[config.mk]
export PLATFORM = sky130hd
export DESIGN_NAME = agss_sequencer
export DESIGN_NICKNAME = d
export VERILOG_FILES = /design/src/logic/agss_pkg.sv /design/src/logic/agss_stream_if.sv /design/src/logic/agss_edge_sync.sv /design/src/logic/agss_fifo.sv /design/src/logic/agss_sequencer.sv
export SDC_FILE = /design/constraint.sdc
export NUM_CORES = 1
export LEC_CHECK = 0
export ABC_AREA = 1
export BUFFER_PORTS_ARGS = -buffer_cell sky130_fd_sc_hd__buf_4
export CORE_UTILIZATION = 45
export DETAILED_ROUTE_END_ITERATION = 8
export GPL_TIMING_DRIVEN = 0
export PLACE_DENSITY = 0.64
export SYNTH_ARGS = -nofsm -noshare
export SYNTH_HDL_FRONTEND = slang
export SYNTH_SLANG_ARGS = --single-unit
export TNS_END_PERCENT = 10
[constraint.sdc]
create_clock -name mclk -period 4.71 [get_ports mclk]
set_clock_uncertainty 0.15 [all_clocks]
set_input_delay 0.942 -clock mclk [delete_from_list [all_inputs] [get_ports mclk]]
set_output_delay 0.942 -clock mclk [all_outputs]
set_load 0.01 [all_outputs]
[src/logic/agss_pkg.sv]
// Constants and types shared by the group sampling sequencer.
// Assumes a single 50 MHz clock domain and classic Wishbone register access.
package agss_pkg;
	// ****************************************
	// Timing
	// ****************************************
	localparam int unsigned CLK_HZ       = 50_000_000;
	localparam int unsigned CONV_TIME_NS = 2000;
	// Converter busy time in clock cycles, rounded up
	localparam int unsigned CONV_CYC     = (CONV_TIME_NS * (CLK_HZ / 1_000_000) + 999) / 1000;
	// Tail after the last sample period; one cycle goes to the group restart
	localparam logic [15:0] TAIL_LOAD    = 16'(CONV_CYC - 2);
	localparam logic [15:0] CONV_LOAD    = 16'(CONV_CYC);

	// ****************************************
	// Register map (byte offsets)
	// ****************************************
	localparam logic [4:0] ADR_CTRL  = 5'h00;
	localparam logic [4:0] ADR_FREQ  = 5'h04;
	localparam logic [4:0] ADR_LOOPS = 5'h08;
	localparam logic [4:0] ADR_WAIT  = 5'h0c;
	localparam logic [4:0] ADR_CHAN  = 5'h10;
	localparam logic [4:0] ADR_STAT  = 5'h14;
	localparam logic [4:0] ADR_DATA  = 5'h18;

	// Control bits and field positions
	localparam int CTRL_RUN   = 0;
	localparam int CTRL_GROUP = 1;
	localparam int CTRL_EXT   = 2;
	localparam int CTRL_FALL  = 3;
	localparam int CHAN_HI_POS = 8;
	localparam int DATA_VALID  = 31;

	// Values after reset
	localparam logic [3:0]  CTRL_RST  = 4'h0;
	localparam logic [31:0] FREQ_RST  = 32'h0001_86a0;
	localparam logic [7:0]  LOOPS_RST = 8'h01;
	localparam logic [31:0] WAIT_RST  = 32'h0000_09c4;

	typedef enum logic [2:0] {ST_IDLE, ST_SWEEP, ST_LASTPER, ST_CONVT, ST_GAP, ST_EXTWAIT} agss_state_type;
endpackage

[src/logic/agss_stream_if.sv]
// Valid/ready word stream between the sequencer and its FIFO.
// Assumes both ends run on the same clock.
`timescale 1ns/1ps
interface agss_stream_if #(
	parameter int W = 21
)();
	logic         valid;
	logic         ready;
	logic [W-1:0] data;

	modport src (output valid, output data, input ready);
	modport snk (input valid, input data, output ready);
endinterface

[src/logic/agss_edge_sync.sv]
// Three-stage synchroniser and edge detector for the external sampling clock.
// Assumes the pin is asynchronous to mclk and far slower than it.
`timescale 1ns/1ps
module agss_edge_sync (
	input  wire logic mclk,
	input  wire logic arst_n,
	input  wire logic pinIn,
	input  wire logic fallSel,
	output logic      edgePulse
);
	logic [2:0] sync_r;
	logic       level_r;

	// A change counts once stages two and three agree on it
	wire settled = sync_r[2] == sync_r[1];
	wire newEdge = settled & (sync_r[2] != level_r) & (sync_r[2] != fallSel);

	// Sample chain, settled level and registered edge pulse
	always_ff @(posedge mclk or negedge arst_n)
	begin
		if (!arst_n)
		begin
			sync_r    <= 3'h0;
			level_r   <= 1'b0;
			edgePulse <= 1'b0;
		end
		else
		begin
			sync_r    <= {sync_r[1:0], pinIn};
			level_r   <= settled ? sync_r[2] : level_r;
			edgePulse <= newEdge;
		end
	end
endmodule

[src/logic/agss_fifo.sv]
// Sample FIFO with parameter width and depth and a registered read port.
// Assumes DEPTH is a power of two.
`timescale 1ns/1ps
module agss_fifo #(
	parameter int WIDTH = 21,
	parameter int DEPTH = 8
)(
	input  wire logic   mclk,
	input  wire logic   arst_n,
	agss_stream_if.snk  inPort,
	agss_stream_if.src  outPort
);
	localparam int AW = $clog2(DEPTH);

	logic [WIDTH-1:0] mem [DEPTH];
	logic [AW-1:0]    wrPtr_r;
	logic [AW-1:0]    rdPtr_r;
	logic [AW:0]      count_r;
	logic             outValid_r;
	logic [WIDTH-1:0] outData_r;

	// Output register counts toward the depth, so exactly DEPTH words fit
	wire [AW:0] level = count_r + (AW+1)'(outValid_r);

	// Fill side stalls when full; output stage refills when empty or taken
	assign inPort.ready  = level != (AW+1)'(DEPTH);
	assign outPort.valid = outValid_r;
	assign outPort.data  = outData_r;
	wire doWr = inPort.valid & inPort.ready;
	wire doRd = (count_r != '0) & (!outValid_r | outPort.ready);

	// Storage has no reset
	always_ff @(posedge mclk)
	begin
		if (doWr)
			mem[wrPtr_r] <= inPort.data;
	end

	// Pointers, level and output register
	always_ff @(posedge mclk or negedge arst_n)
	begin
		if (!arst_n)
		begin
			wrPtr_r    <= '0;
			rdPtr_r    <= '0;
			count_r    <= '0;
			outValid_r <= 1'b0;
			outData_r  <= '0;
		end
		else
		begin
			wrPtr_r <= doWr ? wrPtr_r + 1'b1 : wrPtr_r;
			rdPtr_r <= doRd ? rdPtr_r + 1'b1 : rdPtr_r;
			count_r <= count_r + (AW+1)'(doWr) - (AW+1)'(doRd);
			if (doRd)
			begin
				outData_r  <= mem[rdPtr_r];
				outValid_r <= 1'b1;
			end
			else if (outPort.ready)
				outValid_r <= 1'b0;
		end
	end

	out_hold_a: assert property (@(posedge mclk) disable iff (!arst_n)
		outPort.valid && !outPort.ready |=> outPort.valid && $stable(outPort.data))
		else $error("FIFO head changed while stalled");
endmodule

[src/logic/agss_sequencer.sv]
// Group sampling sequencer: paces converter starts, Wishbone registers, sample FIFO.
// Assumes one 50 MHz clock, an asynchronous external sampling clock pin and a
// converter whose result is stable on convData once the conversion time has passed.
//
// Behaviour
// - Continuous mode: starts evenly spaced, no pause
// - Start spacing is one over programmed frequency
// - Grouping: sweep group, wait, repeat forever
// - Sweep full range per loop, loop count times
// - Channel count is high minus low plus one
// - Period: samples, conversion time and wait summed
// - After last conversion, idle until wait ends
// - One set of group data per period
// - External mode: edge starts group, then idle
// - Edges during a group are ignored
// - External mode group period equals clock period
// - Rate, loops and wait programmed separately
`timescale 1ns/1ps
module agss_sequencer #(
	parameter int CHAN_W     = 5,
	parameter int DATA_W     = 16,
	parameter int FIFO_DEPTH = 8
)(
	input  wire logic              mclk,
	input  wire logic              arst_n,
	input  wire logic              wb_cyc_i,
	input  wire logic              wb_stb_i,
	input  wire logic              wb_we_i,
	input  wire logic [4:0]        wb_adr_i,
	input  wire logic [3:0]        wb_sel_i,
	input  wire logic [31:0]       wb_dat_i,
	output logic      [31:0]       wb_dat_o,
	output logic                   wb_ack_o,
	input  wire logic              extClkPin,
	input  wire logic [DATA_W-1:0] convData,
	output logic                   convStart,
	output logic      [CHAN_W-1:0] convChannel
);
	localparam int FW = CHAN_W + DATA_W;

	// ****************************************
	// Declarations
	// ****************************************
	logic [3:0]          acquisitionModeSelect_r;
	logic [31:0]         sampleFreq_r;
	logic [7:0]          perGroupSweepCount_r;
	logic [31:0]         interGroupWait_r;
	logic [CHAN_W-1:0]   rangeLowChannel_r;
	logic [CHAN_W-1:0]   rangeHighChannel_r;
	logic                ack_r;
	logic [31:0]         datO_r;
	logic [31:0]         acc_r;
	logic [31:0]         acc_nxt;
	agss_pkg::agss_state_type state_r;
	agss_pkg::agss_state_type state_nxt;
	logic [CHAN_W-1:0]   chan_r;
	logic [CHAN_W-1:0]   chan_nxt;
	logic [7:0]          loop_r;
	logic [7:0]          loop_nxt;
	logic                kick_r;
	logic                kick_nxt;
	logic [15:0]         tail_r;
	logic [15:0]         tail_nxt;
	logic [31:0]         gap_r;
	logic [31:0]         gap_nxt;
	logic [15:0]         convCnt_r;
	logic [CHAN_W-1:0]   convChan_r;
	logic [7:0]          ignored_r;
	logic                extEdge;
	logic [31:0]         readMux;

	agss_stream_if #(.W(FW)) pushIf ();
	agss_stream_if #(.W(FW)) popIf ();

	// ****************************************
	// Wishbone slave
	// ****************************************

	// Byte-lane merge of a write into a register image
	function automatic logic [31:0] agssMerge(input logic [31:0] old, input logic [31:0] dat,
		input logic [3:0] sel);
		logic [31:0] mask;
		mask = {{8{sel[3]}}, {8{sel[2]}}, {8{sel[1]}}, {8{sel[0]}}};
		return (old & ~mask) | (dat & mask);
	endfunction

	// Request decode: ack one cycle after the request, writes land at the ack edge
	wire wbReq   = wb_cyc_i & wb_stb_i;
	wire wbWr    = wbReq & ack_r & wb_we_i;
	wire wbRd    = wbReq & ack_r & !wb_we_i;
	wire selCtrl = wb_adr_i[4:2] == agss_pkg::ADR_CTRL[4:2];
	wire selFreq = wb_adr_i[4:2] == agss_pkg::ADR_FREQ[4:2];
	wire selLoop = wb_adr_i[4:2] == agss_pkg::ADR_LOOPS[4:2];
	wire selWait = wb_adr_i[4:2] == agss_pkg::ADR_WAIT[4:2];
	wire selChan = wb_adr_i[4:2] == agss_pkg::ADR_CHAN[4:2];
	wire selStat = wb_adr_i[4:2] == agss_pkg::ADR_STAT[4:2];
	wire selData = wb_adr_i[4:2] == agss_pkg::ADR_DATA[4:2];
	assign wb_ack_o = ack_r;
	assign wb_dat_o = datO_r;

	// Register images as seen by the bus
	wire [31:0] chanImg = {16'h0000, 3'h0, rangeHighChannel_r, 3'h0, rangeLowChannel_r};
	wire [31:0] statImg = {8'h00, ignored_r, 3'h0, chan_r, 4'h0,
		popIf.valid, state_r == agss_pkg::ST_EXTWAIT, state_r == agss_pkg::ST_GAP,
		state_r != agss_pkg::ST_IDLE};
	wire [31:0] dataImg = {popIf.valid, {(31-FW){1'b0}}, popIf.data};

	// Byte-merged write images of the narrow registers
	wire [31:0] ctrlMrg = agssMerge({28'h0000000, acquisitionModeSelect_r}, wb_dat_i, wb_sel_i);
	wire [31:0] loopMrg = agssMerge({24'h000000, perGroupSweepCount_r}, wb_dat_i, wb_sel_i);
	wire [31:0] chanMrg = agssMerge(chanImg, wb_dat_i, wb_sel_i);

	// Read selection; unmapped offsets read zero
	assign readMux = selCtrl ? {28'h0000000, acquisitionModeSelect_r} :
		selFreq ? sampleFreq_r :
		selLoop ? {24'h000000, perGroupSweepCount_r} :
		selWait ? interGroupWait_r :
		selChan ? chanImg :
		selStat ? statImg :
		selData ? dataImg : 32'h0000_0000;

	// Pop only the head that the read returned; a word arriving after the request stays queued
	assign popIf.ready = wbRd & selData & datO_r[agss_pkg::DATA_VALID];

	// Ack and read data registers
	always_ff @(posedge mclk or negedge arst_n)
	begin
		if (!arst_n)
		begin
			ack_r  <= 1'b0;
			datO_r <= 32'h0000_0000;
		end
		else
		begin
			ack_r  <= wbReq & !ack_r;
			datO_r <= (wbReq & !ack_r) ? readMux : datO_r;
		end
	end

	// Configuration registers, each with its own address
	always_ff @(posedge mclk or negedge arst_n)
	begin
		if (!arst_n)
		begin
			acquisitionModeSelect_r <= agss_pkg::CTRL_RST;
			sampleFreq_r            <= agss_pkg::FREQ_RST;
			perGroupSweepCount_r    <= agss_pkg::LOOPS_RST;
			interGroupWait_r        <= agss_pkg::WAIT_RST;
			rangeLowChannel_r       <= '0;
			rangeHighChannel_r      <= CHAN_W'(1);
		end
		else if (wbWr)
		begin
			if (selCtrl)
				acquisitionModeSelect_r <= ctrlMrg[3:0];
			if (selFreq)
				sampleFreq_r <= agssMerge(sampleFreq_r, wb_dat_i, wb_sel_i);
			if (selLoop)
				perGroupSweepCount_r <= loopMrg[7:0];
			if (selWait)
				interGroupWait_r <= agssMerge(interGroupWait_r, wb_dat_i, wb_sel_i);
			if (selChan)
			begin
				rangeLowChannel_r  <= chanMrg[CHAN_W-1:0];
				rangeHighChannel_r <= chanMrg[agss_pkg::CHAN_HI_POS +: CHAN_W];
			end
		end
	end

	// ****************************************
	// Sample rate generator
	// ****************************************

	// Mode bits and the phase accumulator's overflow test
	wire        run       = acquisitionModeSelect_r[agss_pkg::CTRL_RUN];
	wire        groupMode = acquisitionModeSelect_r[agss_pkg::CTRL_GROUP];
	wire        extMode   = acquisitionModeSelect_r[agss_pkg::CTRL_EXT] & groupMode;
	wire [32:0] accSum    = {1'b0, acc_r} + {1'b0, sampleFreq_r};
	wire        ncoHit    = accSum >= 33'(agss_pkg::CLK_HZ);
	wire        tick      = kick_r | ncoHit;
	wire        room      = pushIf.ready;
	wire        sweeping  = state_r == agss_pkg::ST_SWEEP;
	wire        startNow  = sweeping & tick & room;
	wire        hold      = sweeping & tick & !room;

	// Accumulator restarts at group start, holds once a start is due while the FIFO is full
	always_comb
	begin
		if (hold)
			acc_nxt = acc_r;
		else if (kick_r)
			acc_nxt = 32'h0000_0000;
		else if (ncoHit)
			acc_nxt = 32'(accSum - 33'(agss_pkg::CLK_HZ));
		else
			acc_nxt = accSum[31:0];
	end

	// ****************************************
	// Group sequencer
	// ****************************************

	wire lastInRange = chan_r == rangeHighChannel_r;
	wire lastLoop    = ({1'b0, loop_r} + 9'h001) >= {1'b0, perGroupSweepCount_r};

	// Next state and counters
	always_comb
	begin
		state_nxt = state_r;
		chan_nxt  = chan_r;
		loop_nxt  = loop_r;
		kick_nxt  = kick_r & !startNow;
		tail_nxt  = tail_r;
		gap_nxt   = gap_r;
		case (state_r)
			agss_pkg::ST_IDLE:
			begin
				chan_nxt = rangeLowChannel_r;
				loop_nxt = 8'h00;
				if (run)
				begin
					state_nxt = extMode ? agss_pkg::ST_EXTWAIT : agss_pkg::ST_SWEEP;
					kick_nxt  = !extMode;
				end
			end
			agss_pkg::ST_SWEEP:
			begin
				if (startNow)
				begin
					chan_nxt = lastInRange ? rangeLowChannel_r : chan_r + 1'b1;
					if (lastInRange && groupMode)
					begin
						loop_nxt  = lastLoop ? 8'h00 : loop_r + 8'h01;
						state_nxt = lastLoop ? agss_pkg::ST_LASTPER : agss_pkg::ST_SWEEP;
					end
				end
			end
			agss_pkg::ST_LASTPER:
			begin
				// The last sample period runs out before the tail starts
				if (ncoHit)
				begin
					state_nxt = agss_pkg::ST_CONVT;
					tail_nxt  = agss_pkg::TAIL_LOAD;
				end
			end
			agss_pkg::ST_CONVT:
			begin
				tail_nxt = tail_r - 16'h0001;
				if (tail_r == 16'h0000)
				begin
					if (extMode)
						state_nxt = agss_pkg::ST_EXTWAIT;
					else if (interGroupWait_r == 32'h0000_0000)
					begin
						state_nxt = agss_pkg::ST_SWEEP;
						kick_nxt  = 1'b1;
					end
					else
					begin
						state_nxt = agss_pkg::ST_GAP;
						gap_nxt   = interGroupWait_r - 32'h0000_0001;
					end
				end
			end
			agss_pkg::ST_GAP:
			begin
				gap_nxt = gap_r - 32'h0000_0001;
				if (gap_r == 32'h0000_0000)
				begin
					state_nxt = agss_pkg::ST_SWEEP;
					kick_nxt  = 1'b1;
				end
			end
			agss_pkg::ST_EXTWAIT:
			begin
				if (extEdge)
				begin
					state_nxt = agss_pkg::ST_SWEEP;
					kick_nxt  = 1'b1;
				end
			end
			default:
				state_nxt = agss_pkg::ST_IDLE;
		endcase
		if (!run)
		begin
			state_nxt = agss_pkg::ST_IDLE;
			kick_nxt  = 1'b0;
		end
	end

	// Sequencer registers
	always_ff @(posedge mclk or negedge arst_n)
	begin
		if (!arst_n)
		begin
			state_r <= agss_pkg::ST_IDLE;
			acc_r   <= 32'h0000_0000;
			chan_r  <= '0;
			loop_r  <= 8'h00;
			kick_r  <= 1'b0;
			tail_r  <= 16'h0000;
			gap_r   <= 32'h0000_0000;
		end
		else
		begin
			state_r <= state_nxt;
			acc_r   <= acc_nxt;
			chan_r  <= chan_nxt;
			loop_r  <= loop_nxt;
			kick_r  <= kick_nxt;
			tail_r  <= tail_nxt;
			gap_r   <= gap_nxt;
		end
	end

	// In external mode, edges outside the external wait are counted and dropped
	wire dropEdge = extEdge & extMode & (state_r != agss_pkg::ST_EXTWAIT);

	// ****************************************
	// Converter control and result capture
	// ****************************************

	// Result is taken once the fixed conversion time has run out
	assign pushIf.valid = convCnt_r == 16'h0001;
	assign pushIf.data  = {convChan_r, convData};

	// Start pulse, channel, conversion timer and dropped edge count
	always_ff @(posedge mclk or negedge arst_n)
	begin
		if (!arst_n)
		begin
			convStart   <= 1'b0;
			convChannel <= '0;
			convChan_r  <= '0;
			convCnt_r   <= 16'h0000;
			ignored_r   <= 8'h00;
		end
		else
		begin
			convStart   <= startNow;
			convChannel <= startNow ? chan_r : convChannel;
			convChan_r  <= startNow ? chan_r : convChan_r;
			convCnt_r   <= startNow ? agss_pkg::CONV_LOAD :
				(convCnt_r != 16'h0000) ? convCnt_r - 16'h0001 : convCnt_r;
			ignored_r   <= dropEdge ? ignored_r + 8'h01 : ignored_r;
		end
	end

	// ****************************************
	// Submodules
	// ****************************************
	agss_edge_sync u_sync (
		.mclk      (mclk),
		.arst_n    (arst_n),
		.pinIn     (extClkPin),
		.fallSel   (acquisitionModeSelect_r[agss_pkg::CTRL_FALL]),
		.edgePulse (extEdge)
	);

	agss_fifo #(.WIDTH(FW), .DEPTH(FIFO_DEPTH)) u_fifo (
		.mclk    (mclk),
		.arst_n  (arst_n),
		.inPort  (pushIf),
		.outPort (popIf)
	);

	// ****************************************
	// Checks
	// ****************************************

	// Cycles since the last start, and whether the FIFO stalled or the accumulator restarted meanwhile
	logic [31:0] since_r;
	logic        stall_r;
	always_ff @(posedge mclk or negedge arst_n)
	begin
		if (!arst_n)
		begin
			since_r <= 32'h0000_0000;
			stall_r <= 1'b1;
		end
		else
		begin
			since_r <= convStart ? 32'h0000_0001 : since_r + 32'h0000_0001;
			stall_r <= convStart ? (hold | kick_r) : (stall_r | hold | kick_r);
		end
	end

	even_spacing_a: assert property (
		@(posedge mclk) disable iff (!arst_n)
		convStart && !groupMode && !stall_r && $stable(sampleFreq_r)
			&& (agss_pkg::CLK_HZ % sampleFreq_r == 0)
		|-> since_r == agss_pkg::CLK_HZ / sampleFreq_r)
		else $error("Continuous starts not evenly spaced");

	chan_range_a: assert property (
		@(posedge mclk) disable iff (!arst_n)
		convStart |-> convChannel >= rangeLowChannel_r && convChannel <= rangeHighChannel_r)
		else $error("Channel outside programmed range");

	loop_end_a: assert property (
		@(posedge mclk) disable iff (!arst_n)
		$rose(state_r == agss_pkg::ST_LASTPER)
		|-> $past(lastInRange) && $past(lastLoop) && chan_r == rangeLowChannel_r)
		else $error("Group ended before all loops swept");

	quiet_tail_a: assert property (
		@(posedge mclk) disable iff (!arst_n)
		state_r inside {agss_pkg::ST_CONVT, agss_pkg::ST_GAP, agss_pkg::ST_EXTWAIT} |=> !convStart)
		else $error("Conversion started during group wait");

	gap_length_a: assert property (
		@(posedge mclk) disable iff (!arst_n)
		$rose(state_r == agss_pkg::ST_GAP) && $stable(interGroupWait_r) && interGroupWait_r < 32'd200
		|-> (state_r == agss_pkg::ST_GAP)[*1] ##0 gap_r == interGroupWait_r - 32'h0000_0001)
		else $error("Inter-group wait loaded wrongly");

	edge_ignored_a: assert property (
		@(posedge mclk) disable iff (!arst_n)
		extEdge && run && state_r == agss_pkg::ST_CONVT && tail_r != 16'h0000 |=> state_r == agss_pkg::ST_CONVT)
		else $error("External edge disturbed a running group");

	edge_start_a: assert property (
		@(posedge mclk) disable iff (!arst_n)
		extEdge && run && extMode && state_r == agss_pkg::ST_EXTWAIT
		|=> state_r == agss_pkg::ST_SWEEP && kick_r ##1 (convStart || !$past(room)))
		else $error("External edge did not start a group");

	conv_result_a: assert property (
		@(posedge mclk) disable iff (!arst_n)
		convStart && room |-> ##99 (pushIf.valid && pushIf.ready))
		else $error("Result not stored after conversion time");

	wb_ack_a: assert property (
		@(posedge mclk) disable iff (!arst_n)
		wbReq && !ack_r |=> ack_r ##1 !ack_r)
		else $error("Wishbone ack not a single cycle");
endmodule

# ---- Word level (Yosys, flattened, before mapping)
# Memories as Yosys holds them, arrays and structs flattened. A register that Yosys moved wholly into a read port is not among the register bits.
# Index checks and enable logic that the tools add are counted.
dict set report totals {
  ff_bits 262
  latch_bits 0
  ram_bits 168
  romBits 0
  in_bits 63
  output_inout_bits 39
  memories 1
}
# memory depth word_bits rd rd_clocked_by_memory_dff write_ports line
set mem_list {}
lappend mem_list {u_fifo.mem 8 21 1 1 1 agss_fifo.sv:15} ;# logic [WIDTH-1:0] mem [DEPTH];
dict set report classes {
  add_sub_neg 15
  n_mul 0
  div 0
  order_cmp 2
  eq_ne 30
  n_shift 0
  muxes 47
  n_bitwise 32
  n_reduce_logical 31
}
# cell n
set op_table {}
lappend op_table {{$mux W32} 12}
lappend op_table {{$and A32 B32 Y32} 3}
lappend op_table {{$logic_not A32 Y1} 2}
lappend op_table {{$or A32 B32 Y32} 2}
lappend op_table {{$pmux W32 S2} 1}
lappend op_table {{$sub A32 B1 Y32 const B} 2}
lappend op_table {{$mux W16} 3}
lappend op_table {{$add A32 B32 Y33} 1}
lappend op_table {{$ge A33 B26 Y1 const B} 1}
lappend op_table {{$not A32 Y32} 1}
lappend op_table {{$pmux W16 S2} 1}
lappend op_table {{$sub A16 B1 Y16 const B} 2}
lappend op_table {{$sub A32 B26 Y32 const B} 1}
lappend op_table {{$mux W3} 10}
lappend op_table {{$mux W8} 3}
lappend op_table {{$and A1 B1 Y1} 18}
lappend op_table {{$pmux W3 S6} 1}
lappend op_table {{$add A8 B1 Y8 const B} 2}
lappend op_table {{$eq A16 B1 Y1 const B} 1}
lappend op_table {{$logic_not A16 Y1} 1}
lappend op_table {{$pmux W8 S2} 1}
lappend op_table {{$reduce_bool A16 Y1} 1}
lappend op_table {{$eq A3 B3 Y1 const B} 5}
lappend op_table {{$reduce_and A2 Y1} 7}
lappend op_table {{37 further kinds} 75}

# ---- Depth between registers and ports, before layout
dict set report depth {
  depth_word 12
  depth_mapped 25
}

# ---- Cells and area by module
# A second synthesis with hierarchy kept.
dict set report hier_totals {
  hier_cells 3090
  area_unflattened_um2 24775.0
}
# module n_inst cells_each area_per_inst_um2 seq_area_each_um2
set modules_own_cells {}
lappend modules_own_cells {agss_sequencer 1 2261 16123.0 6172.2}
lappend modules_own_cells {agss_fifo 1 814 8488.1 5845.6}
lappend modules_own_cells {agss_edge_sync 1 15 163.9 125.1}

# ---- Worst setup path before layout
# OpenSTA, ideal clock, no wires.
dict set report synth_timing {
  path_type {register to register}
  start {register u_fifo.outValid_r (netlist: u_fifo.outPort.valid)}
  end {memory u_fifo.mem[2][0], enable pin}
  setup_ps 425
  arrival_time_ps 3077
  required_ps 4135
  path_slack_ps 1058
  stages_incl_launch_ff 9
  n_path_buf 0
  cell_sequence {dfrtp_1 > ha_1 > ha_1 > xnor2_1 > and3_1 > inv_1 > nand3_1 > or2_2 > nor3_1}
}
dict set report synth_via {
  elab_chain_cells 5
}
# element line
set synth_rtl {}
lappend synth_rtl {{from (decl)} agss_fifo.sv:19} ;# logic outValid_r;
lappend synth_rtl {{from (signal assigned)} agss_fifo.sv:47} ;# outValid_r <= 1'b0;
lappend synth_rtl {{from (signal assigned)} agss_fifo.sv:58} ;# outValid_r <= 1'b1;
lappend synth_rtl {{from (signal assigned)} agss_fifo.sv:61} ;# outValid_r <= 1'b0;
lappend synth_rtl {{$add A4 B1 Y4} agss_fifo.sv:23} ;# wire [AW:0] level = count_r + (AW+1)'(outValid_r);
lappend synth_rtl {{$ne A4 B4 Y1} agss_fifo.sv:26} ;# assign inPort.ready = level != (AW+1)'(DEPTH);
lappend synth_rtl {{$and A1 B1 Y1} agss_fifo.sv:29} ;# wire doWr = inPort.valid & inPort.ready;
lappend synth_rtl {{$mux W1} agss_fifo.sv:35} ;# if (doWr)
lappend synth_rtl {{$mux W1 (not written as such)} agss_fifo.sv:36} ;# mem[wrPtr_r] <= inPort.data;
lappend synth_rtl {{to (decl)} agss_fifo.sv:15}
# No other way between the ends.

==> impl_metrics.ini <==
[timing]
finalSetupViolCount = 0
rsz0062_at_grt = false
post-route-min-period_ns = 4.30
relSlewSlack_pct = 40.4
fin_ws_ns = 0.414
worst_pin_slew_ns = 0.887
slew_viol_final = 0
tns_ns = 0
finalCritPeriodShare_pct = 91.2
hold_viol = 0
fmax_ghz = 0.233

[setup_path]
worstPathRequired_ns = 5.08
path_buf_inv = 2
crit_family = simple AND/OR/NAND/NOR gates
end_kind = register
critPathSlowestCell = fa_1
critPathArrivalTime_ns = 4.66
worstPathMaxFanout = 9
crit_top_cell = nand2_1
crit_path_start_kind = register
worstPathCellList = ha_1 -> fa_1 -> nand3_1 -> nand2_1 -> nand2_1 -> nand2_1 -> xnor2_1 -> ha_1 -> inv_1 -> nor2_1 -> nand2_1 -> a21oi_2 -> nor2_2 -> nand2_2 -> nand3_2 -> nand2_1 -> nand2_2 -> inv_2 -> nand2_1 -> o21ai_0
crit_type = reg -> reg
max_stage_delay_ns = 0.49

[layout]
n_antenna_cell = 0
utilization_pct = 52.4
final_nets = 3126
final_area_um2 = 27600
instances_no_fill = 3731
post_route_cells_drive_above_1_share_pct = 11.4
area_delta_synth_final_pct = 14.6

[grt]
grt_pass1_vias = 19400
grt_antenna_before_repair = 3
grt_usage_pct = 26.4
grt_overflow_total = 0
grt_max_degree = 108
grt_pass1_wl_um = 109000

[place]
port_buffers = 99
dp.cells = 3641
place_area_um2 = 26000
post-place-ws_ns = 0.474
gp_congestion = 0.981
dp_hpwl_um = 54600

[clocking]
cts_setup_buffers = 0
path_clk_slew_ns = 0.06
worstSkewPairLatency_ns = 0.60
htree_num_levels = 2
max-clock-path-buffers = 3
ctsHoldBuffers = 0
cts.sinks = 451
post_cts_resized = 0
cts_root_buffer = clkbuf_16
cts_tree = done
cts_buffers = 48

[route]
met2_length_um = 32400
met1_length_um = 30400
first_pass_iters = 6
vias_per_cell = 5.42
ant_nets = 0
wl_per_cell_um = 19.0
wl_met3_um = 4900
num_vias = 20200
drtIter0Drc = 1657
highest_layer = met5
drc = 0
finalWirelength_um = 70900

[logic_synthesis]
synth.avg_cell_area_um2 = 8.49
yosysTopAreaCellShare_pct = 28.1
seq_area_frac_synth_pct = 50.4
async_flop_share_pct = 62.7
synth_cell_types = 68
synth_edf_count = 168
syn_nets = 2959
synth_seq_cells = 451
ys.flop_type = dfrtp_1
syn-cell-area_um2 = 24100
synth_area_leaders = dfrtp_1 (28%), edfxtp_1 (21%), nand2_1 (12%)
yosysTopAreaCell = dfrtp_1
syn_inst = 2836
yosysWarnings = 0

[power_and_ir_drop]
power_frac_comb_pct = 31.1
p_int_mw = 7.99
p_sw_share_pct = 36.1
clockPowerShare_pct = 30.8
p_per_area_nw_per_um2 = 454
p_leak_nw = 12.9
seq_power_share_pct = 38.1
p_sw_mw = 4.52
ir_worst_vdd_mv = 0.335

[min_path]
min_path_type = in -> async

[floorplanning]
die_area_um2 = 54400
die_h_um = 233
die_w_um = 233
core_area_um2 = 52700
io_pins = 102
initial_utilization_pct = 45.7
row_count = 84

[run]
maxCapViolCount = 0

[run_status]
status = completed
==> path summary, 6_finish.rpt <==
kind	startpoint	end	slack [ns]	cells past startpoint
hold / removal	arst_n	gap_r[24]$_DFFE_PN0P_	0.18	1
min in group mclk	u_sync.sync_r[0]$_DFF_PN0_	u_sync.sync_r[1]$_DFF_PN0_	0.20	0
max in group asynchronous	arst_n	async pin	3.28	2
hold reg to reg	u_sync.sync_r[0]$_DFF_PN0_	u_sync.sync_r[1]$_DFF_PN0_	0.20	0
setup reg to reg	register	tail_r[15]$_DFFE_PN0P_	0.41	20
setup / recovery	register	tail_r[15]$_DFFE_PN0P_	0.41	20
==> through the flow <==
stage | hold slack, ns | power (mW)
CTS | 0.209 | 12.6
global route | 0.211 | 13.2
detailed placement | 0.195 | 8.70
finish | 0.178 | 12.5
floorplan | 0.181 | 7.44
global placement | 0.185 | 8.62
==> power by group through the flow <==
stage,clock [mW],combinational [mW],sequential [mW]
4_1_cts,3.91,3.89,4.76
2_1_floorplan,0,2.71,4.73
3_5_place_dp,0,3.86,4.83
6_report,3.85,3.89,4.76
3_3_place_gp,0,3.80,4.82
5_1_grt,4.08,4.35,4.81
==> cell usage after synthesis, types with 16 or more instances <==
cell,n
nand3_1,102
inv_2,17
a21oi_1,54
o21ai_1,38
xor2_1,72
nand2_2,24
nor2_1,285
dfrtp_1,270
nor2_2,16
a31oi_1,24
nand4_1,27
nand2_1,756
clkbuf_1,59
nor4_1,20
o21ai_0,229
o32ai_1,44
edfxtp_1,168
ha_1,58
nor3_1,38
inv_1,320
==> cells in the final DEF (no fill, tap or decap), types with 8 or more instances in the layout <==
| master | instances |
|---|---|
| a21oi_1 | 54 |
| a22oi_1 | 8 |
| a31oi_1 | 24 |
| buf_1 | 9 |
| buf_2 | 10 |
| buf_4 | 101 |
| buf_6 | 19 |
| clkbuf_1 | 71 |
| clkbuf_16 | 49 |
| dfrtp_1 | 270 |
| dfstp_2 | 13 |
| edfxtp_1 | 168 |
| ha_1 | 58 |
| inv_1 | 320 |
| inv_2 | 17 |
| mux2_2 | 12 |
| mux2i_1 | 15 |
| nand2_1 | 756 |
| nand2_2 | 24 |
| nand3_1 | 102 |
| nand3_2 | 8 |
| nand4_1 | 27 |
| nor2_1 | 285 |
| nor2_2 | 16 |
| nor2_4 | 9 |
| nor3_1 | 30 |
| nor3_2 | 10 |
| nor4_1 | 20 |
| o2111ai_1 | 9 |
| o21ai_0 | 229 |
| o21ai_1 | 38 |
| o21ai_2 | 8 |
| o32ai_1 | 44 |
| or2_2 | 8 |
| xnor2_1 | 14 |
| xor2_1 | 72 |
==> layout make-up <==
| cell class | count | area, um2 |
|---|---|---|
| clock inverter | 23 | 259 |
| clock buffer | 67 | 1350 |
| buffer | 85 | 373 |
| multi-input combinational | 1960 | 10300 |
| tap | 688 | 861 |
| timing repair buffer | 117 | 990 |
| fill | 4910 | 25100 |
| sequential | 451 | 12100 |
| inverter | 340 | 1280 |
==> per-layer routing <==
metal	up-vias	track usage, %
met3	143	3.64
met2	758	42.2
met4	4	12.4
met1	9588	35.3
li1	9725	-
met5	-	0
==> logic make-up after synthesis <==
| logic type | count (synthesis) | share of synthesized area, % |
|---|---|---|
| and+or+nand+nor | 1319 | 23.5 |
| AOI/OAI and AO/OA | 465 | 11.5 |
| DFF | 451 | 50.4 |
| buffers and inverters | 425 | 6.85 |
| xor gates and xnor gates | 88 | 3.26 |
| adders and majority gates | 60 | 3.18 |
| muxes | 28 | 1.24 |
==> worst reg2reg max path, cell delays in order (launching register included) <==
cell and delay (ns):
dfrtp_1 0.46, ha_1 0.32, fa_1 0.49, nand3_1 0.13
nand2_1 0.13, nand2_1 0.09, nand2_1 0.10, xnor2_1 0.25
ha_1 0.22, inv_1 0.06, nor2_1 0.12, nand2_1 0.15
a21oi_2 0.27, nor2_2 0.08, nand2_2 0.14, nand3_2 0.31
nand2_1 0.25, nand2_2 0.14, inv_2 0.20, nand2_1 0.08
o21ai_0 0.07
Power figures use the tool's default switching activity.
